==> config.mk <==
export PLATFORM = sky130hd
export DESIGN_NAME = host_address_pin_mapper_flat
export DESIGN_NICKNAME = d
export VERILOG_FILES = /design/src/addr_map_pkg.sv /design/src/host_addr_if.sv /design/src/host_address_pin_mapper.sv /design/src/flat_wrapper.sv
export SDC_FILE = /design/constraint.sdc
export NUM_CORES = 1
export LEC_CHECK = 0
export BUFFER_PORTS_ARGS = -buffer_cell sky130_fd_sc_hd__buf_4
export CORE_MARGIN = 5
export CORE_UTILIZATION = 45
export CTS_CLUSTER_DIAMETER = 200
export DETAILED_ROUTE_END_ITERATION = 7
export PLACE_DENSITY_LB_ADDON = 0.25
export SLEW_MARGIN = 20
export SYNTH_ARGS = -nofsm -noshare
export SYNTH_HDL_FRONTEND = slang
export SYNTH_SLANG_ARGS = --single-unit
==> constraint.sdc <==
create_clock -name ref_clk -period 2.3 [get_ports ref_clk]
set_clock_uncertainty 0.05 [all_clocks]
set_input_delay 0.46 -clock ref_clk [delete_from_list [all_inputs] [get_ports ref_clk]]
set_output_delay 0.46 -clock ref_clk [all_outputs]
set_load 0.01 [all_outputs]
==> src/addr_map_pkg.sv <==
package addr_map_pkg;

	// strap decode: the low strap nibble selects the host bus type
	localparam int          STRAP_W        = 8;
	localparam int          BUS_SEL_LSB    = 0;
	localparam int          BUS_SEL_W      = 4;
	localparam logic [7:0]  STRAP_RST      = 8'h00;

	// internal byte address covers pins 18 down to 0
	localparam int          ADDR_W         = 19;
	localparam int          LOW_LSB        = 1;
	localparam int          LOW_W          = 12;
	localparam int          MID_LSB        = 13;
	localparam int          MID_W          = 4;
	localparam int          BIT17_POS      = 17;
	localparam int          BIT18_POS      = 18;
	localparam logic [18:0] ADDR_RST       = 19'h00000;

	// big-endian bus numbers bits from zero at the msb of a 32-bit word
	localparam int          BE_LSB_NUM     = 31;

	// level of an unused input that the board ties off
	localparam logic        TIE_LEVEL      = 1'b0;
	localparam logic [3:0]  MID_TIE_HIGH   = 4'hf;
	localparam logic        STROBE_IDLE    = 1'b1;

	typedef enum logic [3:0] {
		BUS_GENERIC    = 4'h0,
		BUS_PERIPH_A   = 4'h1,
		BUS_PERIPH_B   = 4'h2,
		BUS_WORD16     = 4'h3,
		BUS_BYTE32     = 4'h4,
		BUS_ISA        = 4'h5,
		BUS_PCCARD     = 4'h6,
		BUS_CARD_A     = 4'h7,
		BUS_CARD_B     = 4'h8,
		BUS_BIG_ENDIAN = 4'h9
	} bus_type_t;

	// unknown codes fall back to the generic bus
	function automatic bus_type_t decode_bus(input logic [7:0] straps);
		logic [3:0] sel;
		sel = straps[BUS_SEL_LSB +: BUS_SEL_W];
		if (sel > 4'h9) begin
			decode_bus = BUS_GENERIC;
		end else begin
			decode_bus = bus_type_t'(sel);
		end
	endfunction

	function automatic logic strap_illegal(input logic [7:0] straps);
		strap_illegal = (straps[BUS_SEL_LSB +: BUS_SEL_W] > 4'h9);
	endfunction

	function automatic logic is_card(input bus_type_t bt);
		is_card = (bt == BUS_CARD_A) || (bt == BUS_CARD_B);
	endfunction

	// modes whose lowest pin is tied off and carries nothing
	function automatic logic lowest_tied(input bus_type_t bt);
		lowest_tied = (bt == BUS_GENERIC) || (bt == BUS_PERIPH_A) ||
			(bt == BUS_PERIPH_B) || (bt == BUS_PCCARD);
	endfunction

	// byte weight of a big-endian host address bit number
	function automatic int be_weight(input int be_num);
		be_weight = BE_LSB_NUM - be_num;
	endfunction

endpackage

==> src/host_addr_if.sv <==
`timescale 1ns/1ns
interface host_addr_if;
	logic        lowest_addr_input;
	logic [11:0] low_addr_inputs;
	logic [3:0]  mid_addr_inputs;
	logic        addr_input_bit17;
	logic        addr_input_bit18;
	logic [7:0]  power_on_strap_pins;

	modport device (
		input lowest_addr_input,
		input low_addr_inputs,
		input mid_addr_inputs,
		input addr_input_bit17,
		input addr_input_bit18,
		input power_on_strap_pins
	);

	modport host (
		output lowest_addr_input,
		output low_addr_inputs,
		output mid_addr_inputs,
		output addr_input_bit17,
		output addr_input_bit18,
		output power_on_strap_pins
	);
endinterface

==> src/host_address_pin_mapper.sv <==
`timescale 1ns/1ns
// Operation
// - straps at power-on choose the bus type
// - host ties lowest pin off in some modes
// - word16 mode: lowest pin is lower byte strobe
// - byte32, isa, card modes: lowest pin is bit0
// - big-endian: lowest pin is host bit 31
// - big-endian: pins 12..1 are host bits 19..30
// - other modes: pins 12..1 are bits 12..1
// - card modes: host ties pins 16..13 high
// - big-endian: pins 16..13 are host bits 15..18
// - other modes: pins 16..13 are bits 16..13
// - card modes: pin 17 is io write strobe
// - non-card modes: pin 17 is host bit 14 or bit 17
// - card modes: pin 18 is io read strobe
// - big-endian: pin 18 is host bit 13
// - other non-card modes: pin 18 is bit 18
module host_address_pin_mapper
	import addr_map_pkg::*;
#(
	parameter int PIN_ADDR_W = ADDR_W
) (
	input  wire logic         ref_clk,
	input  wire logic         rst_n,
	host_addr_if.device       pins,
	output bus_type_t         bus_type,
	output logic              map_ready,
	output logic              strap_bad,
	output logic [3:0]        spare_straps,
	output logic [18:0]       sys_addr,
	output logic              lower_byte_strobe_n,
	output logic              card_io_write_n,
	output logic              card_io_read_n
);

	generate
		if (PIN_ADDR_W != ADDR_W) begin : g_bad_width
			$error("pin address width must be 19");
		end
		// the pin fields must tile the address with no gap or overlap
		if (LOW_LSB + LOW_W != MID_LSB) begin : g_bad_low
			$error("low pins must end below the mid pins");
		end
		if (MID_LSB + MID_W != BIT17_POS) begin : g_bad_mid
			$error("mid pins must end below pin 17");
		end
		if (BIT18_POS != BIT17_POS + 1) begin : g_bad_top
			$error("pin 18 must sit just above pin 17");
		end
		if (BIT18_POS + 1 != ADDR_W) begin : g_bad_end
			$error("pin 18 must be the top address bit");
		end
		// the big-endian map relies on host bit 30 landing on pin 1
		if (BE_LSB_NUM - 30 != LOW_LSB) begin : g_bad_be
			$error("big-endian numbering does not match the pins");
		end
		if ($bits(bus_type_t) != BUS_SEL_W) begin : g_bad_sel
			$error("bus type code must match the strap select width");
		end
	endgenerate

	// strap capture
	logic        taken_r;
	bus_type_t   bus_type_r;
	logic        strap_bad_r;
	logic [3:0]  spare_r;

	// mapped address and strobes with their next values
	logic [18:0] addr_r;
	logic [18:0] addr_nxt;
	logic        lds_r;
	logic        lds_nxt;
	logic        iowr_r;
	logic        iowr_nxt;
	logic        iord_r;
	logic        iord_nxt;

	// place each big-endian pin by its host bit number
	function automatic logic [18:0] map_big_endian(
		input logic        ab0,
		input logic [11:0] low,
		input logic [3:0]  mid,
		input logic        b17,
		input logic        b18
	);
		logic [18:0] a;
		int          w;
		a = '0;
		w = be_weight(31);
		a[w] = ab0;
		// host bits 30 down to 19 sit on pins 1 up to 12
		for (int n = 19; n <= 30; n++) begin
			w = be_weight(n);
			a[w] = low[w - LOW_LSB];
		end
		// host bits 18 down to 15 sit on pins 13 up to 16
		for (int n = 15; n <= 18; n++) begin
			w = be_weight(n);
			a[w] = mid[w - MID_LSB];
		end
		w = be_weight(14);
		a[w] = b17;
		w = be_weight(13);
		a[w] = b18;
		map_big_endian = a;
	endfunction

	// the strap pins are caught once, on the first edge after release;
	// catching them later would let a moving pin retarget the bus
	always_ff @(posedge ref_clk or negedge rst_n) begin
		if (!rst_n) begin
			taken_r <= 1'b0;
		end else begin
			taken_r <= 1'b1;
		end
	end

	// captured bus type and strap flags, frozen until the next reset
	always_ff @(posedge ref_clk or negedge rst_n) begin
		if (!rst_n) begin
			bus_type_r  <= BUS_GENERIC;
			strap_bad_r <= 1'b0;
			spare_r     <= 4'h0;
		end else if (!taken_r) begin
			bus_type_r  <= decode_bus(pins.power_on_strap_pins);
			strap_bad_r <= strap_illegal(pins.power_on_strap_pins);
			spare_r     <= pins.power_on_strap_pins[7:4];
		end
	end

	// pin interpretation per strapped bus type
	always_comb begin
		addr_nxt = ADDR_RST;
		lds_nxt  = STROBE_IDLE;
		iowr_nxt = STROBE_IDLE;
		iord_nxt = STROBE_IDLE;
		unique case (bus_type_r)
			BUS_BIG_ENDIAN: begin
				addr_nxt = map_big_endian(pins.lowest_addr_input,
					pins.low_addr_inputs, pins.mid_addr_inputs,
					pins.addr_input_bit17, pins.addr_input_bit18);
			end
			BUS_CARD_A, BUS_CARD_B: begin
				// mid pins are tied high here and carry no address
				addr_nxt[0] = pins.lowest_addr_input;
				addr_nxt[LOW_LSB +: LOW_W] = pins.low_addr_inputs;
				iowr_nxt = pins.addr_input_bit17;
				iord_nxt = pins.addr_input_bit18;
			end
			BUS_WORD16: begin
				lds_nxt = pins.lowest_addr_input;
				addr_nxt[LOW_LSB +: LOW_W] = pins.low_addr_inputs;
				addr_nxt[MID_LSB +: MID_W] = pins.mid_addr_inputs;
				addr_nxt[BIT17_POS] = pins.addr_input_bit17;
				addr_nxt[BIT18_POS] = pins.addr_input_bit18;
			end
			BUS_BYTE32, BUS_ISA: begin
				addr_nxt[0] = pins.lowest_addr_input;
				addr_nxt[LOW_LSB +: LOW_W] = pins.low_addr_inputs;
				addr_nxt[MID_LSB +: MID_W] = pins.mid_addr_inputs;
				addr_nxt[BIT17_POS] = pins.addr_input_bit17;
				addr_nxt[BIT18_POS] = pins.addr_input_bit18;
			end
			BUS_GENERIC, BUS_PERIPH_A, BUS_PERIPH_B, BUS_PCCARD: begin
				// lowest pin is a board tie-off, so bit 0 reads zero
				addr_nxt[LOW_LSB +: LOW_W] = pins.low_addr_inputs;
				addr_nxt[MID_LSB +: MID_W] = pins.mid_addr_inputs;
				addr_nxt[BIT17_POS] = pins.addr_input_bit17;
				addr_nxt[BIT18_POS] = pins.addr_input_bit18;
			end
		endcase
	end

	// registered address; nothing is passed before the straps are caught,
	// which costs one idle cycle after reset but hides strap glitches
	always_ff @(posedge ref_clk or negedge rst_n) begin
		if (!rst_n) begin
			addr_r <= ADDR_RST;
		end else if (taken_r) begin
			addr_r <= addr_nxt;
		end
	end

	// registered strobes, idle high until the straps are caught
	always_ff @(posedge ref_clk or negedge rst_n) begin
		if (!rst_n) begin
			lds_r  <= STROBE_IDLE;
			iowr_r <= STROBE_IDLE;
			iord_r <= STROBE_IDLE;
		end else if (taken_r) begin
			lds_r  <= lds_nxt;
			iowr_r <= iowr_nxt;
			iord_r <= iord_nxt;
		end
	end

	// strap view
	assign bus_type            = bus_type_r;
	assign map_ready           = taken_r;
	assign strap_bad           = strap_bad_r;
	assign spare_straps        = spare_r;

	// mapped view
	assign sys_addr            = addr_r;
	assign lower_byte_strobe_n = lds_r;
	assign card_io_write_n     = iowr_r;
	assign card_io_read_n      = iord_r;

endmodule

==> src/flat_wrapper.sv <==
// flat-port wrapper written by rule: the top's interface ports become plain ports
module host_address_pin_mapper_flat import addr_map_pkg::*;
#(
	parameter int PIN_ADDR_W = ADDR_W
)
  (ref_clk, rst_n, bus_type, map_ready, strap_bad, spare_straps, sys_addr, lower_byte_strobe_n, card_io_write_n, card_io_read_n, pins_lowest_addr_input, pins_low_addr_inputs, pins_mid_addr_inputs, pins_addr_input_bit17, pins_addr_input_bit18, pins_power_on_strap_pins);
  host_addr_if pins_i ();
  input  wire logic ref_clk;
  input  wire logic rst_n;
  output bus_type_t bus_type;
  output logic map_ready;
  output logic strap_bad;
  output logic [3:0] spare_straps;
  output logic [18:0] sys_addr;
  output logic lower_byte_strobe_n;
  output logic card_io_write_n;
  output logic card_io_read_n;
  input wire logic [$bits(pins_i.lowest_addr_input)-1:0] pins_lowest_addr_input;
  input wire logic [$bits(pins_i.low_addr_inputs)-1:0] pins_low_addr_inputs;
  input wire logic [$bits(pins_i.mid_addr_inputs)-1:0] pins_mid_addr_inputs;
  input wire logic [$bits(pins_i.addr_input_bit17)-1:0] pins_addr_input_bit17;
  input wire logic [$bits(pins_i.addr_input_bit18)-1:0] pins_addr_input_bit18;
  input wire logic [$bits(pins_i.power_on_strap_pins)-1:0] pins_power_on_strap_pins;
  assign pins_i.lowest_addr_input = pins_lowest_addr_input;
  assign pins_i.low_addr_inputs = pins_low_addr_inputs;
  assign pins_i.mid_addr_inputs = pins_mid_addr_inputs;
  assign pins_i.addr_input_bit17 = pins_addr_input_bit17;
  assign pins_i.addr_input_bit18 = pins_addr_input_bit18;
  assign pins_i.power_on_strap_pins = pins_power_on_strap_pins;
  host_address_pin_mapper #(.PIN_ADDR_W(PIN_ADDR_W)) u_core (.ref_clk(ref_clk), .rst_n(rst_n), .pins(pins_i), .bus_type(bus_type), .map_ready(map_ready), .strap_bad(strap_bad), .spare_straps(spare_straps), .sys_addr(sys_addr), .lower_byte_strobe_n(lower_byte_strobe_n), .card_io_write_n(card_io_write_n), .card_io_read_n(card_io_read_n));
endmodule
* Word level (Yosys, flattened, before mapping)
Index checks and enable logic that the tools add are counted.
** Word-level totals
- Register bits after elaboration :: 32
- Input bits :: 29
- Output and inout port bits :: 32
- Word-level logic and storage cells :: 30
** Operators by class
- Magnitude comparators :: 1
- Eq/ne operators :: 9
- Muxes and demuxes :: 7
- Reduce and logical (&&, ||, !) cells :: 5
** Operator list (count)
- equality test 4 x 3 -> 1 bit, second input constant :: 4
- 2-to-1 mux 12 bit :: 1
- OR reduction 10 bit :: 1
- equality test 4 x 2 -> 1 bit, second input constant :: 2
- equality test 4 bit, second input constant :: 2
- OR reduction 8 bit :: 1
- 2-to-1 mux 6 bit :: 1
- OR reduction 5 bit :: 1
- equality test 4 x 1 -> 1 bit, second input constant :: 1
- > comparator 4 bit, second input constant :: 1
- logical NOT 4 bit :: 1
- 2-to-1 mux 1 bit :: 4
- 2-to-1 mux 4 bit :: 1
- OR reduction 2 bit :: 1

* Longest topological paths before layout
Gate-level depths: netlist (run 1).
- Depth in word-level cells :: 3
- Mapped depth :: 4
- Gate-level depth less buffers :: 3

* Least setup slack after synthesis (run 1)
No wires, ideal clock.
- Path type :: register to register
- From :: register u_core.taken_r (netlist: u_core.map_ready)
- To :: register u_core.addr_r[1] (netlist: u_core.sys_addr[1])
- Setup time :: 0.125 ns
- Arrival time :: 1.121 ns
- Data required time :: 2.125 ns
- Setup slack :: 1.004 ns
- Stages on the path, launching flop included :: 4
- Path buffers :: 2
- Period minus slack after synthesis :: 1.296 ns
- Cell sequence :: dfrtp_1 > buf_2 > buf_2 > mux2_2
** RTL lines
- start, declared :: line host_address_pin_mapper.sv:63 : logic taken_r;
- start signal, assigned :: line host_address_pin_mapper.sv:112 : taken_r <= 1'b0;
- start signal, assigned :: line host_address_pin_mapper.sv:114 : taken_r <= 1'b1;
- end signal, assigned :: line host_address_pin_mapper.sv:180 : addr_r <= addr_nxt;
- end, declared :: line host_address_pin_mapper.sv:69 : logic [18:0] addr_r;
No word-level cell between the ends.

* Final worst setup path (run 1)
- From :: register u_core.taken_r (netlist: u_core.map_ready)
- To :: output port map_ready
** RTL lines
- end, declared :: line flat_wrapper.sv:11 : output logic map_ready;
No word-level cell between the ends.

==> results of run 1 <==
==> cell usage in the layout, fill, tap and decap left out, drive strengths merged <==
| cell | instances |
|---|---|
| buf | 61 |
| dfrtp | 29 |
| mux2 | 16 |
| nand2 | 9 |
| mux2i | 8 |
| a21oi | 7 |
| o21ai | 7 |
| clkbuf | 7 |
| nand2b | 3 |
| dfstp | 3 |
| nor2 | 2 |
| inv | 1 |
| nand3b | 1 |
| or4b | 1 |
| o211ai | 1 |
| nor4b | 1 |
| a31oi | 1 |
| o2bb2ai | 1 |
| xnor2 | 1 |
| nor2b | 1 |
| a31o | 1 |
| clkinv | 1 |
| dlygate4sd3 | 1 |
| conb | 1 |
==> through the flow <==
stage	hold slack (ns)	std cells	utilization (%)	setup WS [ns]
after global placement	0.360	187	64.5	0.770
after detailed placement	0.365	187	64.5	0.748
after floorplan	0.114	100	-	1.00
after global routing	0.282	196	66.7	0.306
final	0.318	196	66.7	0.406
after CTS	0.297	196	66.7	0.375
==> kinds of logic (layout without fill, tap and decap cells) <==
logic type,Yosys count,count (layout)
compound gates,18,18
mux,24,24
other cells,1,1
flops,32,32
xor+xnor,1,1
buf+inv,6,71
simple gates,18,18
==> cell type report <==
type                            count  share of cell area (%)
Clock buffer                        7                    2.45
Clock inverter                      1                   0.272
Multi-Input combinational cell     62                    25.7
Sequential cell                    32                    43.8
Tap cell                           31                    2.11
Inverter                            1                   0.204
Timing Repair Buffer               62                    25.5
==> power by group through the flow <==
stage / sequential, W / clock, W / combinational (W)
2_1_floorplan: 0.000689 / 0 / 0.0000827
3_3_place_gp: 0.000674 / 0 / 0.000243
5_1_grt: 0.000675 / 0.000339 / 0.000270
3_5_place_dp: 0.000677 / 0 / 0.000250
6_report: 0.000665 / 0.000290 / 0.000246
4_1_cts: 0.000666 / 0.000305 / 0.000252
==> registers in the layout, summed over array words and instances (netlist names) <==
name,count
u_core.card_io_read_n,1
u_core.spare_straps,4
u_core.map_ready,1
u_core.sys_addr,19
u_core.strap_bad,1
u_core.card_io_write_n,1
u_core.lower_byte_strobe_n,1
u_core.bus_type,4
==> timing repair <==
| action | 4_1_cts | 5_1_grt |
|---|---|---|
| setup buffers | 0 | 0 |
| endpoints found under the hold margin | 3 | 0 |
| endpoints found under the setup margin | 0 | 0 |
| hold buffers | 1 | 0 |
==> layer usage <==
| metal | vias to the layer above | share of wire (%) | GRT usage, % |
|---|---|---|---|
| li1 | 474 | - | - |
| met4 | 0 | 1.5 | 5.45 |
| met5 | - | 0 | 0 |
| met1 | 470 | 39 | 16.8 |
| met3 | 6 | 11 | 7.01 |
| met2 | 42 | 48 | 23.4 |
==> how the worst max path moves through the flow <==
stage / cells after the start / endpoint / from
after CTS: 1 / map_ready / u_core.map_ready
after global routing: 1 / map_ready / u_core.map_ready
after detailed placement: 3 / u_core.sys_addr[0] / u_core.map_ready
final: 1 / map_ready / u_core.map_ready
after global placement: 1 / map_ready / u_core.map_ready
after floorplan: 3 / u_core.sys_addr[1] / u_core.map_ready
==> cells in the mapped netlist <==
cell / count
buf_2: 3
a31o_2: 1
xnor2_1: 1
dfstp_2: 3
buf_4: 1
nand3b_1: 1
nand2b_1: 3
dfrtp_1: 29
nor2_1: 2
o211ai_2: 1
nand2_1: 9
inv_1: 1
mux2i_1: 8
conb_1: 1
a31oi_1: 1
a21oi_1: 7
o21ai_0: 7
mux2_2: 16
buf_1: 1
o2bb2ai_1: 1
nor4b_1: 1
nor2b_1: 1
or4b_1: 1
==> key figures, run 1 <==
Status
  – Status: finished, final reports clean

Setup path
  – CP Capture Type: output pin
  – R2r startpoint: u_core.map_ready
  – Critical path's slowest cell: dfrtp_2
  – Reg2Reg Setup Slack: 0.74 ns
  – Register-to-Register Path Depth: 3
  – WP data required: 1.79 ns
  – Critical Path Source Type: register
  – CP top delay family: flip-flops
  – WP data arrival: 1.38 ns
  – Critical path class: register to output pin
  – Crit path max fanout: 32
  – Buf+Inv Stages, Crit Path: 1
  – Cells along the critical path: buf_4
  – Worst path max stage delay: 0.82 ns
  – Critical R2R Capture: u_core.sys_addr[0]

Logic synthesis
  – Seq/Total Area, Yosys: 61.6%
  – Post-Synth Adder-Cell Area: 0%
  – Post-synthesis compound-gate area fraction: 8.14%
  – Synth top area cells: dfrtp_1, mux2_2, mux2i_1
  – Mux cell area share after synthesis: 19.9%
  – Largest family of logic cells by synthesized area: multiplexers
  – Area leader, netlist: dfrtp_1
  – Xor/xnor share of the synthesized area: 0.670%
  – Cell variety after synth: 23
  – Post-synthesis simple-gate area fraction: 7.09%
  – Syn. warnings: 0
  – Post-synth net total: 129
  – Syn Area/Cell: 13.1 sq um
  – Gate Count Post-Synth: 100
  – Share of the synthesized area in the top cell type: 55.6%
  – Syn Std Cell Area: 0.00131 sq mm
  – Synth Register Bits: 32

Placed design
  – DP HPWL: 2060 um
  – Port Buffer Count: 60
  – Gpl congestion: 0.796
  – DP Area: 0.00178 sq mm

CTS
  – TritonCTS clock tree: done
  – PostCTS Resize Cnt: 0
  – CTS H-tree depth: 2
  – Root Buffer: clkbuf_4
  – Worst-path clk slew: 0.09 ns
  – Clock sink count: 32
  – Num CTS Buffers: 5
  – Insertion delay to the later sink of the worst-skew pair: 0.32 ns
  – CTS Buffer Depth: 2

Global routing
  – Largest net degree at the start of global routing: 33
  – Antenna violations before repair: 0
  – All-layer global routing usage: 14.6%
  – Global-route wire length before repair: 4690 um
  – Vias in the first global route: 1023
  – Total grt overflow: 0

Floorplanning
  – # rows: 19
  – Starting Density: 47.4%
  – Die H: 63.9 um
  – Ports: 61
  – Die W: 63.9 um
  – Core Area: 0.00276 sq mm
  – Die area: 0.00408 sq mm

Power
  – Net Sw Frac: 26.3%
  – Leakage power: 0.885 nW
  – Combinational group share of total power: 20.5%
  – Internal power: 0.000886 W
  – Pwr dens: 654 mW/mm^2
  – Clock share of power: 24.2%
  – Tot Pwr: 0.00120 W
  – Peak VDD IR: 0.000616 V
  – P_sw: 0.000316 W
  – Register share of total power: 55.4%

Route
  – Initial DRC count: 24
  – Via count: 992
  – Residual DRC: 0
  – Detailed Route WL: 2740 um
  – Vias/cell: 5.06
  – TritonRoute pass-1 iters: 4
  – Antenna Nets Post-Route: 0
  – Routed len/inst: 14.0 um

Timing
  – Final Max Slew Viols: 0
  – Least-Margin Pin Slew: 0.681 ns
  – RSZ-0062 raised after global routing: no
  – TNS Setup: 0 ns
  – Fin crit period: 1.89 ns
  – Final Setup Violations: 0
  – Fin. Hold Viols: 0
  – Max-slew headroom: 54.6%
  – Crit share post-route: 82.3%
  – FMAX: 528 MHz

Final layout
  – Multi-input logic area: 472 sq um
  – Nets: 193
  – Layout cells sized above 1: 53.9%
  – Area grow syn2layout: 40.7%
  – Diodes inserted: 0
  – Final instance area: 0.00184 sq mm
  – Fill cells: 227
  – Register area: 806 sq um

Job
  – Max_cap viols: 0

Min path
  – Hold depth: 2
  – Worst Hold Class: primary input to register
  – Hold worst-path end: u_core.spare_straps[0]
  – Min-delay src: pins_power_on_strap_pins[4]
Note: power is estimated with default switching activity, not from simulation.
==> run 2: changes to the inputs <==
CORE_UTILIZATION = 41   (was 45)
clock period = 1.7 ns   (was 2.3 ns; I/O delays follow)
==> run 2 against run 1 <==
Effect of this change: worst setup slack lost 0.20 ns; highest routed layer unchanged; count of clock-buffer cells in the layout shrank 1; sequential power grew 34%.
==> key figures, run 2 (synthesized netlist as in run 1, its figures left out) <==
Route
  – Routed len/inst: 13.3 um (-5.1%)
  – Residual DRC: 0 (unchanged)
  – Detailed Route WL: 2790 um (+1.7%)
  – Antenna Nets Post-Route: 0 (unchanged)
  – TritonRoute pass-1 iters: 4 (unchanged)
  – Via count: 984 (-0.81%)
  – Vias/cell: 4.69 (-7.4%)
  – Initial DRC count: 47 (+96%)

CTS
  – Clock sink count: 32 (unchanged)
  – CTS H-tree depth: 2 (unchanged)
  – Post-CTS Setup Inserts: 0 (unchanged)
  – TritonCTS clock tree: done
  – Insertion delay to the later sink of the worst-skew pair: 0.32 ns (about the same)
  – Num CTS Buffers: 5 (unchanged)
  – Root Buffer: clkbuf_4
  – Worst-path clk slew: 0.10 ns (about the same)
  – CTS Buffer Depth: 2 (unchanged)

Final layout
  – Layout cells sized above 1: 54.8% (+0.88 points)
  – Non-Filler Instances: 210 (+7.1%)
  – Area grow syn2layout: 45.5%
  – Fill cells: 265 (+17%)
  – Multi-input logic area: 472 sq um (unchanged)
  – Most common cell after layout, fill and taps aside: buf_4
  – Most frequent cells in the layout: buf_4, dfrtp_1, mux2_2
  – Register area: 806 sq um (unchanged)
  – Max FFs per register: 19 (unchanged)
  – Fin util: 62.3% (-4.4 points)
  – Nets: 194 (+0.52%)
  – Diodes inserted: 0 (unchanged)

Placed design
  – DP HPWL: 2170 um (+5.4%)
  – Port Buffer Count: 60 (unchanged)
  – Gpl congestion: 0.692 (-13%)
  – Placed insts: 201 (+7.5%)

Setup path
  – Cells along the critical path: buf_4
  – Critical path's slowest cell: dfrtp_2
  – Critical Path Source Type: register
  – Crit path max fanout: 15 (-53%)
  – Worst path max stage delay: 0.59 ns (-0.23 ns)
  – CP top delay family: flip-flops
  – Critical path depth: 1 (unchanged)
  – CP Capture Type: output pin
  – Buf+Inv Stages, Crit Path: 1 (unchanged)
  – R2r startpoint: u_core.map_ready
  – Critical R2R Capture: u_core.sys_addr[9]
  – Register-to-Register Path Depth: 2 (-1)
  – WP data arrival: 1.11 ns (-0.27 ns)
  – Reg2Reg Setup Slack: 0.39 ns (-0.35 ns)
  – Critical path class: register to output pin
  – WP data required: 1.31 ns (-0.48 ns)

Floorplanning
  – Die H: 66.4 um (+4.0%)
  – Die W: 66.4 um (+4.0%)
  – Ports: 61 (unchanged)
  – Die area: 0.00441 sq mm (+8.2%)
  – Core Area: 0.00305 sq mm (+11%)
  – Starting Density: 42.8% (-4.6 points)
  – # rows: 20 (+1)

Timing
  – WHS: 0.191 ns (-0.127 ns)
  – Fin. Hold Viols: 0 (unchanged)
  – TNS Setup: 0 ns (unchanged)
  – FMAX: 668 MHz
  – Fin crit period: 1.50 ns
  – Final Setup Violations: 0 (unchanged)
  – Crit share post-route: 88.0%
  – Final Max Slew Viols: 0 (unchanged)
  – RSZ-0062 raised after global routing: no

Global routing
  – Total grt overflow: 0 (unchanged)
  – Largest net degree at the start of global routing: 33 (unchanged)
  – All-layer global routing usage: 14.1% (-0.44 points)
  – Vias in the first global route: 1019 (-0.39%)
  – Global-route wire length before repair: 4620 um (-1.3%)
  – GRT busiest layer: met2
  – M1 GR Usage: 15.2% (-1.6 points)
  – M2 GR Usage: 23.7% (+0.30 points)
  – Met3 usage: 6.97% (-0.032 points)
  – Antenna violations before repair: 0 (unchanged)

Status
  – Status: finished, final reports clean

Min path
  – Worst Hold Class: primary input to register
  – Min-delay src: pins_low_addr_inputs[10]
  – Hold worst-path end: u_core.sys_addr[11]
  – Hold depth: 2 (unchanged)

Job
  – Max_cap viols: 0 (unchanged)

Power
  – Peak VDD IR: 0.000602 V (-2.3%)
  – Leakage power: 0.908 nW (+2.5%)
  – Pwr dens: 941 mW/mm^2 (+44%)
  – Tot Pwr: 0.00179 W (+49%)
-- run 2: cell count changes in the layout (fill, tap and decap cells not counted), sizes merged --
cell	delta
bufinv	+1
clkbuf	-1
buf	+1
-- run 2: cell type report --
type / count / share of cell area, %
Multi-Input combinational cell: 62 / 24.8
Tap cell: 44 / 2.90
Inverter: 1 / 0.197
Clock buffer: 6 / 2.17
Sequential cell: 32 / 42.4
Timing Repair Buffer: 63 / 25.7
Clock inverter: 2 / 1.84
-- run 2: layer usage --
layer  share of wire (%)  wire length, um  vias to the layer above
li1                    -                -                      481
met1                  38             1070                      464
met2                  52             1460                       35
met3                 7.9              220                        4
met4                 1.4               39                        0
met5                   0                0                        -
-- run 2: worst max path at each step --
| stage | from | endpoint | slack (ns) |
|---|---|---|---|
| 2_1_floorplan | u_core.map_ready | u_core.sys_addr[1] | 0.40 |
| 3_3_place_gp | u_core.bus_type[2] | u_core.sys_addr[17] | 0.43 |
| 3_5_place_dp | u_core.map_ready | u_core.sys_addr[9] | 0.40 |
| 4_1_cts | u_core.map_ready | map_ready | 0.17 |
| 5_1_grt | u_core.map_ready | map_ready | 0.12 |
| 6_report | u_core.map_ready | map_ready | 0.20 |
-- run 2: repair_timing --
action	4_1_cts	5_1_grt
hold buffers	1	0
hold endpoints to repair	29	0
gates resized for setup	0	0
setup endpoints to repair	0	0
-- run 2: metrics by stage --
stage | setup slack, ns | cell area (sq um)
final | 0.204 | 1900
after global routing | 0.123 | 1900
after detailed placement | 0.405 | 1810
after global placement | 0.433 | 1810
after CTS | 0.170 | 1900
after floorplan | 0.404 | 1310
-- run 2: power by group --
| part | leakage (nW) | internal [W] | switching (W) |
|---|---|---|---|
| clock network | 0.0422 | 0.000308 | 0.000244 |
| registers | 0.379 | 0.000838 | 0.0000525 |
| logic | 0.486 | 0.000204 | 0.000141 |
-- run 2: worst register-to-register path, delay by kind of cell, from the launching register on --
kind | cells | cell delay, ns
DFF | 1 | 0.59
muxes | 1 | 0.34
buffers and inverters | 1 | 0.21
